File: src/include/rtc_pkg.sv
`default_nettype none
package rtc_pkg;
  // register block sits at the top sixteen byte addresses
  localparam logic [10:0] REG_BLOCK    = 11'h7FF;
  localparam logic [15:0] OFF_FLAGS    = 16'h7FF0;
  localparam logic [15:0] OFF_SPARE    = 16'h7FF1;
  localparam logic [15:0] OFF_ALM_SEC  = 16'h7FF2;
  localparam logic [15:0] OFF_ALM_MIN  = 16'h7FF3;
  localparam logic [15:0] OFF_ALM_HOUR = 16'h7FF4;
  localparam logic [15:0] OFF_ALM_DATE = 16'h7FF5;
  localparam logic [15:0] OFF_IRQ_EN   = 16'h7FF6;
  localparam logic [15:0] OFF_WDOG     = 16'h7FF7;
  localparam logic [15:0] OFF_CONTROL  = 16'h7FF8;
  localparam logic [15:0] OFF_SECONDS  = 16'h7FF9;
  localparam logic [15:0] OFF_MINUTES  = 16'h7FFA;
  localparam logic [15:0] OFF_HOURS    = 16'h7FFB;
  localparam logic [15:0] OFF_DAY      = 16'h7FFC;
  localparam logic [15:0] OFF_DATE     = 16'h7FFD;

  // field positions
  localparam int BIT_WRITE_HOLD = 7;
  localparam int BIT_READ_HOLD  = 6;
  localparam int BIT_OSC_STOP   = 7;
  localparam int BIT_FREQ_TEST  = 6;
  localparam int BIT_ALARM_IE   = 7;
  localparam int BIT_ALARM_BE   = 5;
  localparam int BIT_WD_STEER   = 7;
  localparam int BIT_ALM_MASK   = 7;
  localparam int BIT_WF         = 7;
  localparam int BIT_AF         = 6;
  localparam int BIT_BLF        = 4;

  // values after reset
  localparam logic [7:0] RST_WDOG   = 8'h00;
  localparam logic [7:0] RST_IRQ_EN = 8'h00;

  // BCD limits of the counted fields
  localparam logic [6:0] LAST_SEC  = 7'h59;
  localparam logic [6:0] LAST_MIN  = 7'h59;
  localparam logic [6:0] LAST_HOUR = 7'h23;

  // timing derived from the 32.768 kHz oscillator
  localparam int OSC_HZ        = 32768;
  localparam int PRESC_W       = $clog2(OSC_HZ);
  localparam int FT_HZ         = 512;
  localparam int FT_BIT        = $clog2(OSC_HZ / (2 * FT_HZ));
  localparam int WD_BASE_DIV   = 16;
  localparam int WD_BASE_SHIFT = $clog2(OSC_HZ / WD_BASE_DIV);
  localparam int WD_CNT_W      = 22;

  // reset pulse, counted on the system clock
  localparam int CLK_HZ           = 10000000;
  localparam int RST_PULSE_MS     = 100;
  localparam int RST_PULSE_CYCLES = (CLK_HZ / 1000) * RST_PULSE_MS;
endpackage
`default_nettype wire

File: src/logic/rtc_alarm_watchdog_control.sv
`timescale 1ns/1ns
`default_nettype none

module rtc_alarm_watchdog_control #(
  parameter int RST_PULSE_CYCLES = rtc_pkg::RST_PULSE_CYCLES
) (
  input  wire logic        clk_sys,
  input  wire logic        rstn,
  input  wire logic        osc32k,
  input  wire logic        batteryBackup,
  input  wire logic        powerUpTransition,
  input  wire logic        batteryLow,
  input  wire logic        ceN,
  input  wire logic        oeN,
  input  wire logic        weN,
  input  wire logic [14:0] addr,
  input  wire logic [7:0]  dataIn,
  output logic      [7:0]  dataOut,
  output logic             dataOe,
  output logic             irqFreqOut,
  output logic             irqFreqOutOe,
  output logic             powerResetOut,
  output logic             powerResetOutOe
);

  localparam int PULSE_W = $clog2(RST_PULSE_CYCLES + 1);

  // pulse counter width is fixed at elaboration
  generate
    if (RST_PULSE_CYCLES < 1 || PULSE_W > 24) begin : g_bad_pulse
      $error("reset pulse length out of range");
    end
  endgenerate

  typedef enum logic {WD_COUNT, WD_PULSE} wd_state_e;

  typedef struct packed {
    logic                             oscPrev;
    logic [rtc_pkg::PRESC_W-1:0]      presc;
    logic                             alarmCheck;
    logic [7:0][7:0]                  timeInt;
    logic [7:0][7:0]                  timeExt;
    logic                             writeHoldPrev;
    logic [3:0][7:0]                  alarmReg;
    logic [7:0]                       spare;
    logic [7:0]                       irqEn;
    logic [7:0]                       wdReg;
    logic                             af;
    logic                             wf;
    logic [rtc_pkg::WD_CNT_W-1:0]     wdCount;
    wd_state_e                        wdState;
    logic [PULSE_W-1:0]               pulseCount;
    logic                             accPrev;
    logic [3:0]                       accAddr;
    logic                             accWrite;
    logic [7:0]                       accData;
    logic [7:0]                       dataOut;
  } state_s;

  state_s s;
  state_s next_s;

  logic                         acc;
  logic                         accEnd;
  logic                         wrDone;
  logic                         oscRun;
  logic                         oscEdge;
  logic                         secTick;
  logic                         holdOn;
  logic                         writeHold;
  logic                         flagsNow;
  logic                         wdogNow;
  logic                         alarmHit;
  logic                         alarmIrq;
  logic                         wdIrq;
  logic                         ftOn;
  logic                         wdEnabled;
  logic                         wdRestart;
  logic [3:0]                   cmpSel;
  logic [6:0]                   hourInc;
  logic [rtc_pkg::WD_CNT_W-1:0] wdLimit;

  // BCD increment with wrap to zero after the last value
  function automatic logic [6:0] bcdInc(input logic [6:0] v, input logic [6:0] last);
    logic [6:0] r;
    r = v + 7'h01;
    if (v == last) begin
      r = 7'h00;
    end else if (v[3:0] == 4'h9) begin
      r = {v[6:4] + 3'h1, 4'h0};
    end
    return r;
  endfunction

  // low address nibble matches a register offset
  function automatic logic isReg(input logic [3:0] a, input logic [15:0] off);
    return a == off[3:0];
  endfunction

  // compare enables {date, hours, minutes, seconds} from the mask bits
  function automatic logic [3:0] alarmSelect(input logic [3:0] mask);
    logic [3:0] sel;
    case (mask)
      4'hF:    sel = 4'h0;
      4'hE:    sel = 4'h1;
      4'hC:    sel = 4'h3;
      4'h8:    sel = 4'h7;
      4'h0:    sel = 4'hF;
      default: sel = 4'h0;
    endcase
    return sel;
  endfunction

  // timeout in oscillator edges: multiplier times resolution
  function automatic logic [rtc_pkg::WD_CNT_W-1:0] timeoutEdges(input logic [7:0] r);
    logic [rtc_pkg::WD_CNT_W-1:0] t;
    t = {17'h00000, r[6:2]};
    return t << (rtc_pkg::WD_BASE_SHIFT + 2 * int'(r[1:0]));
  endfunction

  // register read multiplexer
  function automatic logic [7:0] readMux(input state_s st, input logic [3:0] a,
                                         input logic blf);
    logic [7:0] d;
    d = 8'h00;
    if (a[3]) begin
      d = st.timeExt[a[2:0]];
    end else if (isReg(a, rtc_pkg::OFF_FLAGS)) begin
      d[rtc_pkg::BIT_WF]  = st.wf;
      d[rtc_pkg::BIT_AF]  = st.af;
      d[rtc_pkg::BIT_BLF] = blf;
    end else if (isReg(a, rtc_pkg::OFF_SPARE)) begin
      d = st.spare;
    end else if (isReg(a, rtc_pkg::OFF_IRQ_EN)) begin
      d = st.irqEn;
    end else if (isReg(a, rtc_pkg::OFF_WDOG)) begin
      d = st.wdReg;
    end else begin
      d = st.alarmReg[a[1:0] - 2'h2];
    end
    return d;
  endfunction

  // bus decode and status terms
  always_comb begin
    acc       = !ceN && (addr[14:4] == rtc_pkg::REG_BLOCK);
    accEnd    = s.accPrev && (!acc || addr[3:0] != s.accAddr);
    wrDone    = accEnd && s.accWrite;
    flagsNow  = (acc && isReg(addr[3:0], rtc_pkg::OFF_FLAGS))
                || (accEnd && isReg(s.accAddr, rtc_pkg::OFF_FLAGS));
    wdogNow   = (acc && isReg(addr[3:0], rtc_pkg::OFF_WDOG))
                || (accEnd && isReg(s.accAddr, rtc_pkg::OFF_WDOG));
    oscRun    = !s.timeInt[rtc_pkg::OFF_SECONDS[2:0]][rtc_pkg::BIT_OSC_STOP];
    oscEdge   = osc32k && !s.oscPrev && oscRun;
    secTick   = oscEdge && (&s.presc);
    hourInc   = bcdInc({1'b0, s.timeInt[3][5:0]}, rtc_pkg::LAST_HOUR);
    writeHold = s.timeExt[rtc_pkg::OFF_CONTROL[2:0]][rtc_pkg::BIT_WRITE_HOLD];
    holdOn    = writeHold || s.timeExt[rtc_pkg::OFF_CONTROL[2:0]][rtc_pkg::BIT_READ_HOLD];
    cmpSel    = alarmSelect({s.alarmReg[3][rtc_pkg::BIT_ALM_MASK],
                             s.alarmReg[2][rtc_pkg::BIT_ALM_MASK],
                             s.alarmReg[1][rtc_pkg::BIT_ALM_MASK],
                             s.alarmReg[0][rtc_pkg::BIT_ALM_MASK]});
    alarmHit  = s.alarmCheck
                && (!cmpSel[0] || s.alarmReg[0][6:0] == s.timeInt[1][6:0])
                && (!cmpSel[1] || s.alarmReg[1][6:0] == s.timeInt[2][6:0])
                && (!cmpSel[2] || s.alarmReg[2][5:0] == s.timeInt[3][5:0])
                && (!cmpSel[3] || s.alarmReg[3][5:0] == s.timeInt[5][5:0]);
    alarmIrq  = s.af && s.irqEn[rtc_pkg::BIT_ALARM_IE]
                && (!batteryBackup || s.irqEn[rtc_pkg::BIT_ALARM_BE]);
    wdIrq     = s.wf && !s.wdReg[rtc_pkg::BIT_WD_STEER];
    wdEnabled = s.wdReg[6:2] != 5'h00;
    wdLimit   = timeoutEdges(s.wdReg);
    wdRestart = accEnd && isReg(s.accAddr, rtc_pkg::OFF_WDOG);
    ftOn      = oscRun && s.timeInt[rtc_pkg::OFF_DAY[2:0]][rtc_pkg::BIT_FREQ_TEST]
                && !s.irqEn[rtc_pkg::BIT_ALARM_IE]
                && (s.wdReg[rtc_pkg::BIT_WD_STEER] || s.wdReg == 8'h00);
  end

  // next state of the whole block
  always_comb begin
    next_s = s;

    // oscillator divider and seconds counting
    next_s.oscPrev    = osc32k;
    next_s.alarmCheck = secTick;
    if (oscEdge) begin
      next_s.presc = s.presc + 1'b1;
    end
    if (secTick) begin
      next_s.timeInt[1][6:0] = bcdInc(s.timeInt[1][6:0], rtc_pkg::LAST_SEC);
      if (s.timeInt[1][6:0] == rtc_pkg::LAST_SEC) begin
        next_s.timeInt[2][6:0] = bcdInc(s.timeInt[2][6:0], rtc_pkg::LAST_MIN);
        if (s.timeInt[2][6:0] == rtc_pkg::LAST_MIN) begin
          next_s.timeInt[3][5:0] = hourInc[5:0];
        end
      end
    end

    // write hold release loads the counters before the refresh sees them
    next_s.writeHoldPrev = writeHold;
    if (s.writeHoldPrev && !writeHold) begin
      next_s.timeInt = s.timeExt;
    end

    // visible copy follows the counters unless held
    if (!holdOn) begin
      next_s.timeExt = {next_s.timeInt[7:1],
                        s.timeExt[0][7:6], next_s.timeInt[0][5:0]};
    end

    // bus access tracking; writes land when the access ends
    next_s.accPrev  = acc;
    next_s.accAddr  = addr[3:0];
    next_s.accWrite = acc && (!weN || (s.accPrev && !accEnd && s.accWrite));
    if (acc && !weN) begin
      next_s.accData = dataIn;
    end
    next_s.dataOut = readMux(s, addr[3:0], batteryLow);

    if (wrDone) begin
      if (s.accAddr[3]) begin
        next_s.timeExt[s.accAddr[2:0]] = s.accData;
        if (!holdOn || isReg(s.accAddr, rtc_pkg::OFF_CONTROL)) begin
          next_s.timeInt[s.accAddr[2:0]] = s.accData;
        end
      end else if (isReg(s.accAddr, rtc_pkg::OFF_SPARE)) begin
        next_s.spare = s.accData;
      end else if (isReg(s.accAddr, rtc_pkg::OFF_IRQ_EN)) begin
        next_s.irqEn = s.accData;
      end else if (isReg(s.accAddr, rtc_pkg::OFF_WDOG)) begin
        next_s.wdReg = s.accData;
      end else if (!isReg(s.accAddr, rtc_pkg::OFF_FLAGS)) begin
        next_s.alarmReg[s.accAddr[1:0] - 2'h2] = s.accData;
      end
    end

    // enables held clear through the power-up transition
    if (powerUpTransition) begin
      next_s.irqEn[rtc_pkg::BIT_ALARM_IE] = 1'b0;
      next_s.irqEn[rtc_pkg::BIT_ALARM_BE] = 1'b0;
    end

    // alarm flag: cleared at end of a flags access, a match wins
    if (accEnd && isReg(s.accAddr, rtc_pkg::OFF_FLAGS)) begin
      next_s.af = 1'b0;
      next_s.wf = 1'b0;
    end
    if (wdRestart) begin
      next_s.wf = 1'b0;
    end
    if (alarmHit) begin
      next_s.af = 1'b1;
    end

    // watchdog counting and steered reset pulse
    case (s.wdState)
      WD_COUNT: begin
        if (wdRestart || !wdEnabled) begin
          next_s.wdCount = '0;
        end else if (oscEdge) begin
          if (s.wdCount >= wdLimit - 1'b1) begin
            next_s.wdCount = '0;
            next_s.wf      = 1'b1;
            if (s.wdReg[rtc_pkg::BIT_WD_STEER]) begin
              next_s.wdState    = WD_PULSE;
              next_s.pulseCount = '0;
            end
          end else begin
            next_s.wdCount = s.wdCount + 1'b1;
          end
        end
      end
      WD_PULSE: begin
        next_s.pulseCount = s.pulseCount + 1'b1;
        if (s.pulseCount == PULSE_W'(RST_PULSE_CYCLES - 1)) begin
          next_s.wdState = WD_COUNT;
          next_s.wdReg   = 8'h00;
          next_s.timeInt[rtc_pkg::OFF_DAY[2:0]][rtc_pkg::BIT_FREQ_TEST] = 1'b0;
          next_s.timeExt[rtc_pkg::OFF_DAY[2:0]][rtc_pkg::BIT_FREQ_TEST] = 1'b0;
        end
      end
      default: begin
        next_s.wdState = WD_COUNT;
      end
    endcase
  end

  // state register; power application zeroes all control bits
  always_ff @(posedge clk_sys or negedge rstn) begin
    if (!rstn) begin
      s       <= '0;
      s.wdReg <= rtc_pkg::RST_WDOG;
      s.irqEn <= rtc_pkg::RST_IRQ_EN;
    end else begin
      s <= next_s;
    end
  end

  // pin drive; pull enables high while the pin is pulled low
  assign dataOut         = s.dataOut;
  assign dataOe          = acc && !oeN && weN;
  assign irqFreqOut      = 1'b0;
  assign irqFreqOutOe    = ((alarmIrq && !flagsNow) || (wdIrq && !flagsNow && !wdogNow))
                           || (ftOn && !s.presc[rtc_pkg::FT_BIT]);
  assign powerResetOut   = 1'b0;
  assign powerResetOutOe = s.wdState == WD_PULSE;

endmodule

`default_nettype wire

File: config.mk
export PLATFORM = sky130hd
export DESIGN_NAME = rtc_alarm_watchdog_control
export DESIGN_NICKNAME = d
export VERILOG_FILES = /design/src/include/rtc_pkg.sv /design/src/logic/rtc_alarm_watchdog_control.sv
export SDC_FILE = /design/constraint.sdc
export NUM_CORES = 1
export LEC_CHECK = 0
export BUFFER_PORTS_ARGS = -buffer_cell sky130_fd_sc_hd__buf_2
export CAP_MARGIN = 20
export CORE_MARGIN = 2
export CORE_UTILIZATION = 35
export CTS_CLUSTER_DIAMETER = 120
export DETAILED_ROUTE_END_ITERATION = 10
export PLACE_DENSITY = 0.5
export SLEW_MARGIN = 20
export SYNTH_ARGS = -nofsm -noshare
export SYNTH_HDL_FRONTEND = slang
export SYNTH_SLANG_ARGS = --single-unit
File: constraint.sdc
create_clock -name clk_sys -period 6.2 [get_ports clk_sys]
set_input_delay 0.62 -clock clk_sys [delete_from_list [all_inputs] [get_ports clk_sys]]
set_output_delay 0.62 -clock clk_sys [all_outputs]
set_load 0.02 [all_outputs]
==> run_summary.xml <==
<?xml version="1.0" encoding="UTF-8"?>
<metrics>
  <group name="synthesis">
    <metric name="yosys.area_share.adder" unit="%">3.01</metric>
    <metric name="synth_xor_area_share" unit="%">3.13</metric>
    <metric name="synth-simple-area-share" unit="%">19.4</metric>
    <metric name="area_of_the_mapped_netlist" unit="mm2">0.0154</metric>
    <metric name="synth_seq_area_share" unit="%">43.4</metric>
    <metric name="synth-edff-count" unit="">0</metric>
    <metric name="muxShareOfSynthArea" unit="%">12.7</metric>
    <metric name="synth_top_flop_cell" unit="">dfrtp_1</metric>
    <metric name="synth_seq_cells" unit="">267</metric>
    <metric name="syn_avg_cell_area" unit="um2">9.59</metric>
    <metric name="combinational_family_with_the_most_area_after_synthesis" unit="">simple AND/OR/NAND/NOR gates</metric>
    <metric name="post_synth_num_cell_types" unit="">85</metric>
    <metric name="yosys_warnings" unit="">0</metric>
    <metric name="synth-compound-area-share" unit="%">14.2</metric>
    <metric name="synthArstFlopShare" unit="%">100</metric>
    <metric name="synthCells" unit="">1605</metric>
  </group>
  <group name="cts">
    <metric name="postCtsSetupBuffers" unit="">0</metric>
    <metric name="holdBufCountCts" unit="">0</metric>
    <metric name="clk-insertion-delay-late" unit="ps">600</metric>
    <metric name="cts.repair.resized" unit="">0</metric>
    <metric name="cts_tree" unit="">built</metric>
    <metric name="cts_max_path_buffers" unit="">3</metric>
    <metric name="clkSlewWorstSetupHoldPaths" unit="ps">60</metric>
    <metric name="clock-sinks" unit="">267</metric>
    <metric name="cts.htree.levels" unit="">1</metric>
    <metric name="cts_inserted_buffers" unit="">31</metric>
    <metric name="clockRootBuffer" unit="">clkbuf_16</metric>
  </group>
  <group name="detailed_routing">
    <metric name="antenna_left" unit="">0</metric>
    <metric name="vias_per_cell" unit="">5.52</metric>
    <metric name="drt_first_pass_iters" unit="">5</metric>
    <metric name="detailroute.via_count" unit="">12100</metric>
    <metric name="wl_per_cell" unit="um">20.5</metric>
    <metric name="remaining_drcs" unit="">0</metric>
    <metric name="drtIter0Drc" unit="">878</metric>
    <metric name="postRouteWirelength" unit="mm">45.0</metric>
  </group>
  <group name="grt">
    <metric name="grt_max_degree" unit="">112</metric>
    <metric name="first_pass_grt_wire_length" unit="mm">71.0</metric>
    <metric name="gr_busiest_metal" unit="">met2</metric>
    <metric name="grt_use_met1" unit="%">28.6</metric>
    <metric name="overflow" unit="">0</metric>
    <metric name="grt_use_met3" unit="%">2.24</metric>
    <metric name="grt_antenna_before_repair" unit="">0</metric>
    <metric name="globalRouteTotalUtil" unit="%">20.1</metric>
    <metric name="grt_use_met2" unit="%">33.0</metric>
    <metric name="via_count_of_the_first_global_routing_pass" unit="">11800</metric>
  </group>
  <group name="status">
    <metric name="run_status" unit="">complete, no violations</metric>
  </group>
  <group name="cells_and_area">
    <metric name="post_layout_nonfiller_instances" unit="">2199</metric>
    <metric name="diodes" unit="">0</metric>
    <metric name="area.growth.synth_to_final" unit="%">12.1</metric>
    <metric name="stdcell_area" unit="mm2">0.0173</metric>
    <metric name="fraction_of_layout_cells_with_a_size_suffix_above_1" unit="%">15.7</metric>
    <metric name="final_nets" unit="">1658</metric>
    <metric name="multiInputGateArea" unit="mm2">0.00815</metric>
    <metric name="n_fill_cell" unit="">4243</metric>
    <metric name="seq_area" unit="mm2">0.00668</metric>
  </group>
  <group name="job">
    <metric name="count_of_maximum_capacitance_violations" unit="">0</metric>
  </group>
  <group name="placement">
    <metric name="detailedPlacementHpwl" unit="mm">30.1</metric>
    <metric name="dpl_worst_slack" unit="ps">791</metric>
    <metric name="place_congestion" unit="">0.800</metric>
    <metric name="port_buffers" unit="">42</metric>
    <metric name="post_dp_cell_area" unit="mm2">0.0160</metric>
    <metric name="placed_cells" unit="">2141</metric>
  </group>
  <group name="sta">
    <metric name="finalHoldViolCount" unit="">0</metric>
    <metric name="final.setup.tns" unit="ps">0</metric>
    <metric name="hold-worst-slack" unit="ps">108</metric>
    <metric name="setup_slack" unit="ps">759</metric>
    <metric name="setup_viol" unit="">0</metric>
    <metric name="fin_worst_skew" unit="ps">19.3</metric>
    <metric name="final_period_minus_worst_setup_slack" unit="ps">5440</metric>
    <metric name="timing.final.max_slew_violations" unit="">0</metric>
    <metric name="timing.slew.headroom" unit="%">23.7</metric>
    <metric name="tightest_slew" unit="ps">1150</metric>
    <metric name="max_clock_freq" unit="MHz">184</metric>
    <metric name="grt_setup_unrepaired" unit="">no</metric>
    <metric name="min_period_over_period" unit="%">87.8</metric>
  </group>
  <group name="worst_hold_path">
    <metric name="hold_path_class" unit="">primary input to asynchronous set/reset pin</metric>
  </group>
  <group name="critical_path">
    <metric name="timing.critical_path.arrival" unit="ps">5960</metric>
    <metric name="endpoint_kind" unit="">flop</metric>
    <metric name="critical-path-max-stage-delay" unit="ps">640</metric>
    <metric name="timing.critical_path.max_delay_family" unit="">simple AND/OR/NAND/NOR gates</metric>
    <metric name="crit_required" unit="ps">6720</metric>
    <metric name="critical_path.cell_chain" unit="">inv_2 &gt; ha_1 &gt; mux2i_1 &gt; mux2_2 &gt; a31oi_1 &gt; or3_1 &gt; or3_1 &gt; xor2_1 &gt; ha_1 &gt; nand4_1 &gt; inv_1 &gt; a221oi_1 &gt; nand4_1 &gt; buf_4 &gt; nor3_2 &gt; mux2_2</metric>
    <metric name="critPathBufInv" unit="">3</metric>
    <metric name="slowest_cell_on_crit_path" unit="">dfrtp_1</metric>
    <metric name="setup.worst_path.start_class" unit="">flop</metric>
    <metric name="worst-path-max-fanout" unit="">16</metric>
    <metric name="timing.setup.critical_path_class" unit="">flop to flop</metric>
  </group>
  <group name="floorplan">
    <metric name="total_die_area" unit="mm2">0.0457</metric>
    <metric name="boundaryPins" unit="">45</metric>
    <metric name="core_area" unit="mm2">0.0433</metric>
    <metric name="rows" unit="">76</metric>
    <metric name="initial_utilization" unit="%">35.6</metric>
    <metric name="die-width" unit="um">214</metric>
    <metric name="chipHeight" unit="um">214</metric>
  </group>
  <group name="power">
    <metric name="pwr-share-clk" unit="%">53.7</metric>
    <metric name="seq_power_share" unit="%">43.3</metric>
    <metric name="swShare" unit="%">22.6</metric>
    <metric name="vdd_drop_max" unit="V">0.000243</metric>
    <metric name="power.leakage" unit="nW">7.71</metric>
    <metric name="net-switching-power" unit="W">0.000916</metric>
    <metric name="pwr-share-comb" unit="%">3.0</metric>
    <metric name="p_per_area" unit="mW/mm2">235</metric>
    <metric name="internal_power" unit="W">0.00314</metric>
  </group>
</metrics>
-- worst paths after layout --
check                       start     end  slack, ps  cells after the start
min reg2reg                s[260]  s[260]        470                      1
max                         s[67]   s[43]        760                     16
max in group asynchronous    rstn  s[173]       4600                      2
max reg2reg                 s[67]   s[43]        760                     16
min                          rstn   s[33]        110                      1
min in group clk_sys       osc32k  s[268]        150                      1
-- cell type report --
class / instances / share of cell area, %
Clock inverter: 21 / 2.15
Inverter: 28 / 0.609
Tap cell: 585 / 4.24
Multi-Input combinational cell: 1199 / 47.2
Timing Repair Buffer: 62 / 2.15
Sequential cell: 267 / 38.7
Clock buffer: 37 / 4.92
-- logic make-up (layout without fill, tap and decap cells) --
kind of cell	Yosys count	after routing
AO/OA/AOI/OAI	329	329
XOR/XNOR	55	55
adder cells (fa/ha/maj)	37	37
buffers and inverters	147	148
flip-flops	267	267
multiplexers	156	156
other	1	9
AND/OR/NAND/NOR	613	613
-- cell usage after synthesis (all sizes together), types with 13 or more instances --
library cell / instances / area share (%)
buf: 38 / 1.5
mux2: 72 / 5.3
ha: 37 / 3.0
and2: 13 / 0.53
dfrtp: 267 / 43
nand2: 236 / 5.8
clkbuf: 81 / 2.0
inv: 28 / 0.68
a21oi: 50 / 1.7
mux4: 24 / 3.5
xor2: 19 / 1.1
and3: 27 / 1.1
nand4: 32 / 1.3
or3: 14 / 0.60
mux2i: 60 / 3.9
o31ai: 16 / 0.81
a31oi: 70 / 2.8
nor4: 19 / 1.1
o21ai: 81 / 2.6
nor2: 144 / 3.5
nor3: 26 / 1.0
xnor2: 36 / 2.0
a21o: 14 / 0.68
nor3b: 14 / 0.68
nand3: 37 / 1.2
-- power groups by stage --
stage / clock (W) / combinational [W] / sequential [W]
after floorplan: 0 / 0.0000634 / 0.00178
after detailed placement: 0 / 0.000126 / 0.00179
final: 0.00218 / 0.000121 / 0.00176
after global placement: 0 / 0.000124 / 0.00179
after CTS: 0.00222 / 0.000126 / 0.00176
after global routing: 0.00228 / 0.000135 / 0.00176
-- registers in the layout, indices dropped and copies added (netlist names) --
register / count
powerResetOutOe: 1
next_s: 1
dataOut: 8
s: 257
-- per-layer routing --
metal,vias to the layer above,part of all wire (%)
met5,-,0
met2,273,46
met1,6054,47
li1,5768,-
met4,0,2.2
met3,54,4.0
-- cells in the final DEF (no fill, tap or decap), types with 31 or more instances in the layout --
cell,synthesis,routed
a21oi_1,49,49
a31oi_1,70,69
buf_2,19,41
clkbuf_16,0,31
dfrtp_1,267,265
ha_1,37,37
mux2_2,72,72
mux2i_1,60,60
nand2_1,236,235
nand3_1,37,37
nand4_1,32,32
nor2_1,143,142
o21ai_0,80,80
xnor2_1,36,36
-- worst register-to-register path, cell delays in order (launching register included) --
cell	delay, ps
dfrtp_1	640
inv_2	160
ha_1	570
mux2i_1	320
mux2_2	220
a31oi_1	180
or3_1	470
or3_1	400
xor2_1	150
ha_1	290
nand4_1	160
inv_1	60
a221oi_1	280
nand4_1	370
buf_4	320
nor3_2	530
mux2_2	260
-- metrics by stage --
step | power (W) | utilization, %
detailed placement | 0.00192 | 37.1
global placement | 0.00191 | 37.1
floorplan | 0.00185 | -
finish | 0.00406 | 39.9
global route | 0.00418 | 39.9
CTS | 0.00411 | 39.9
(Power assumes the default switching activity.)
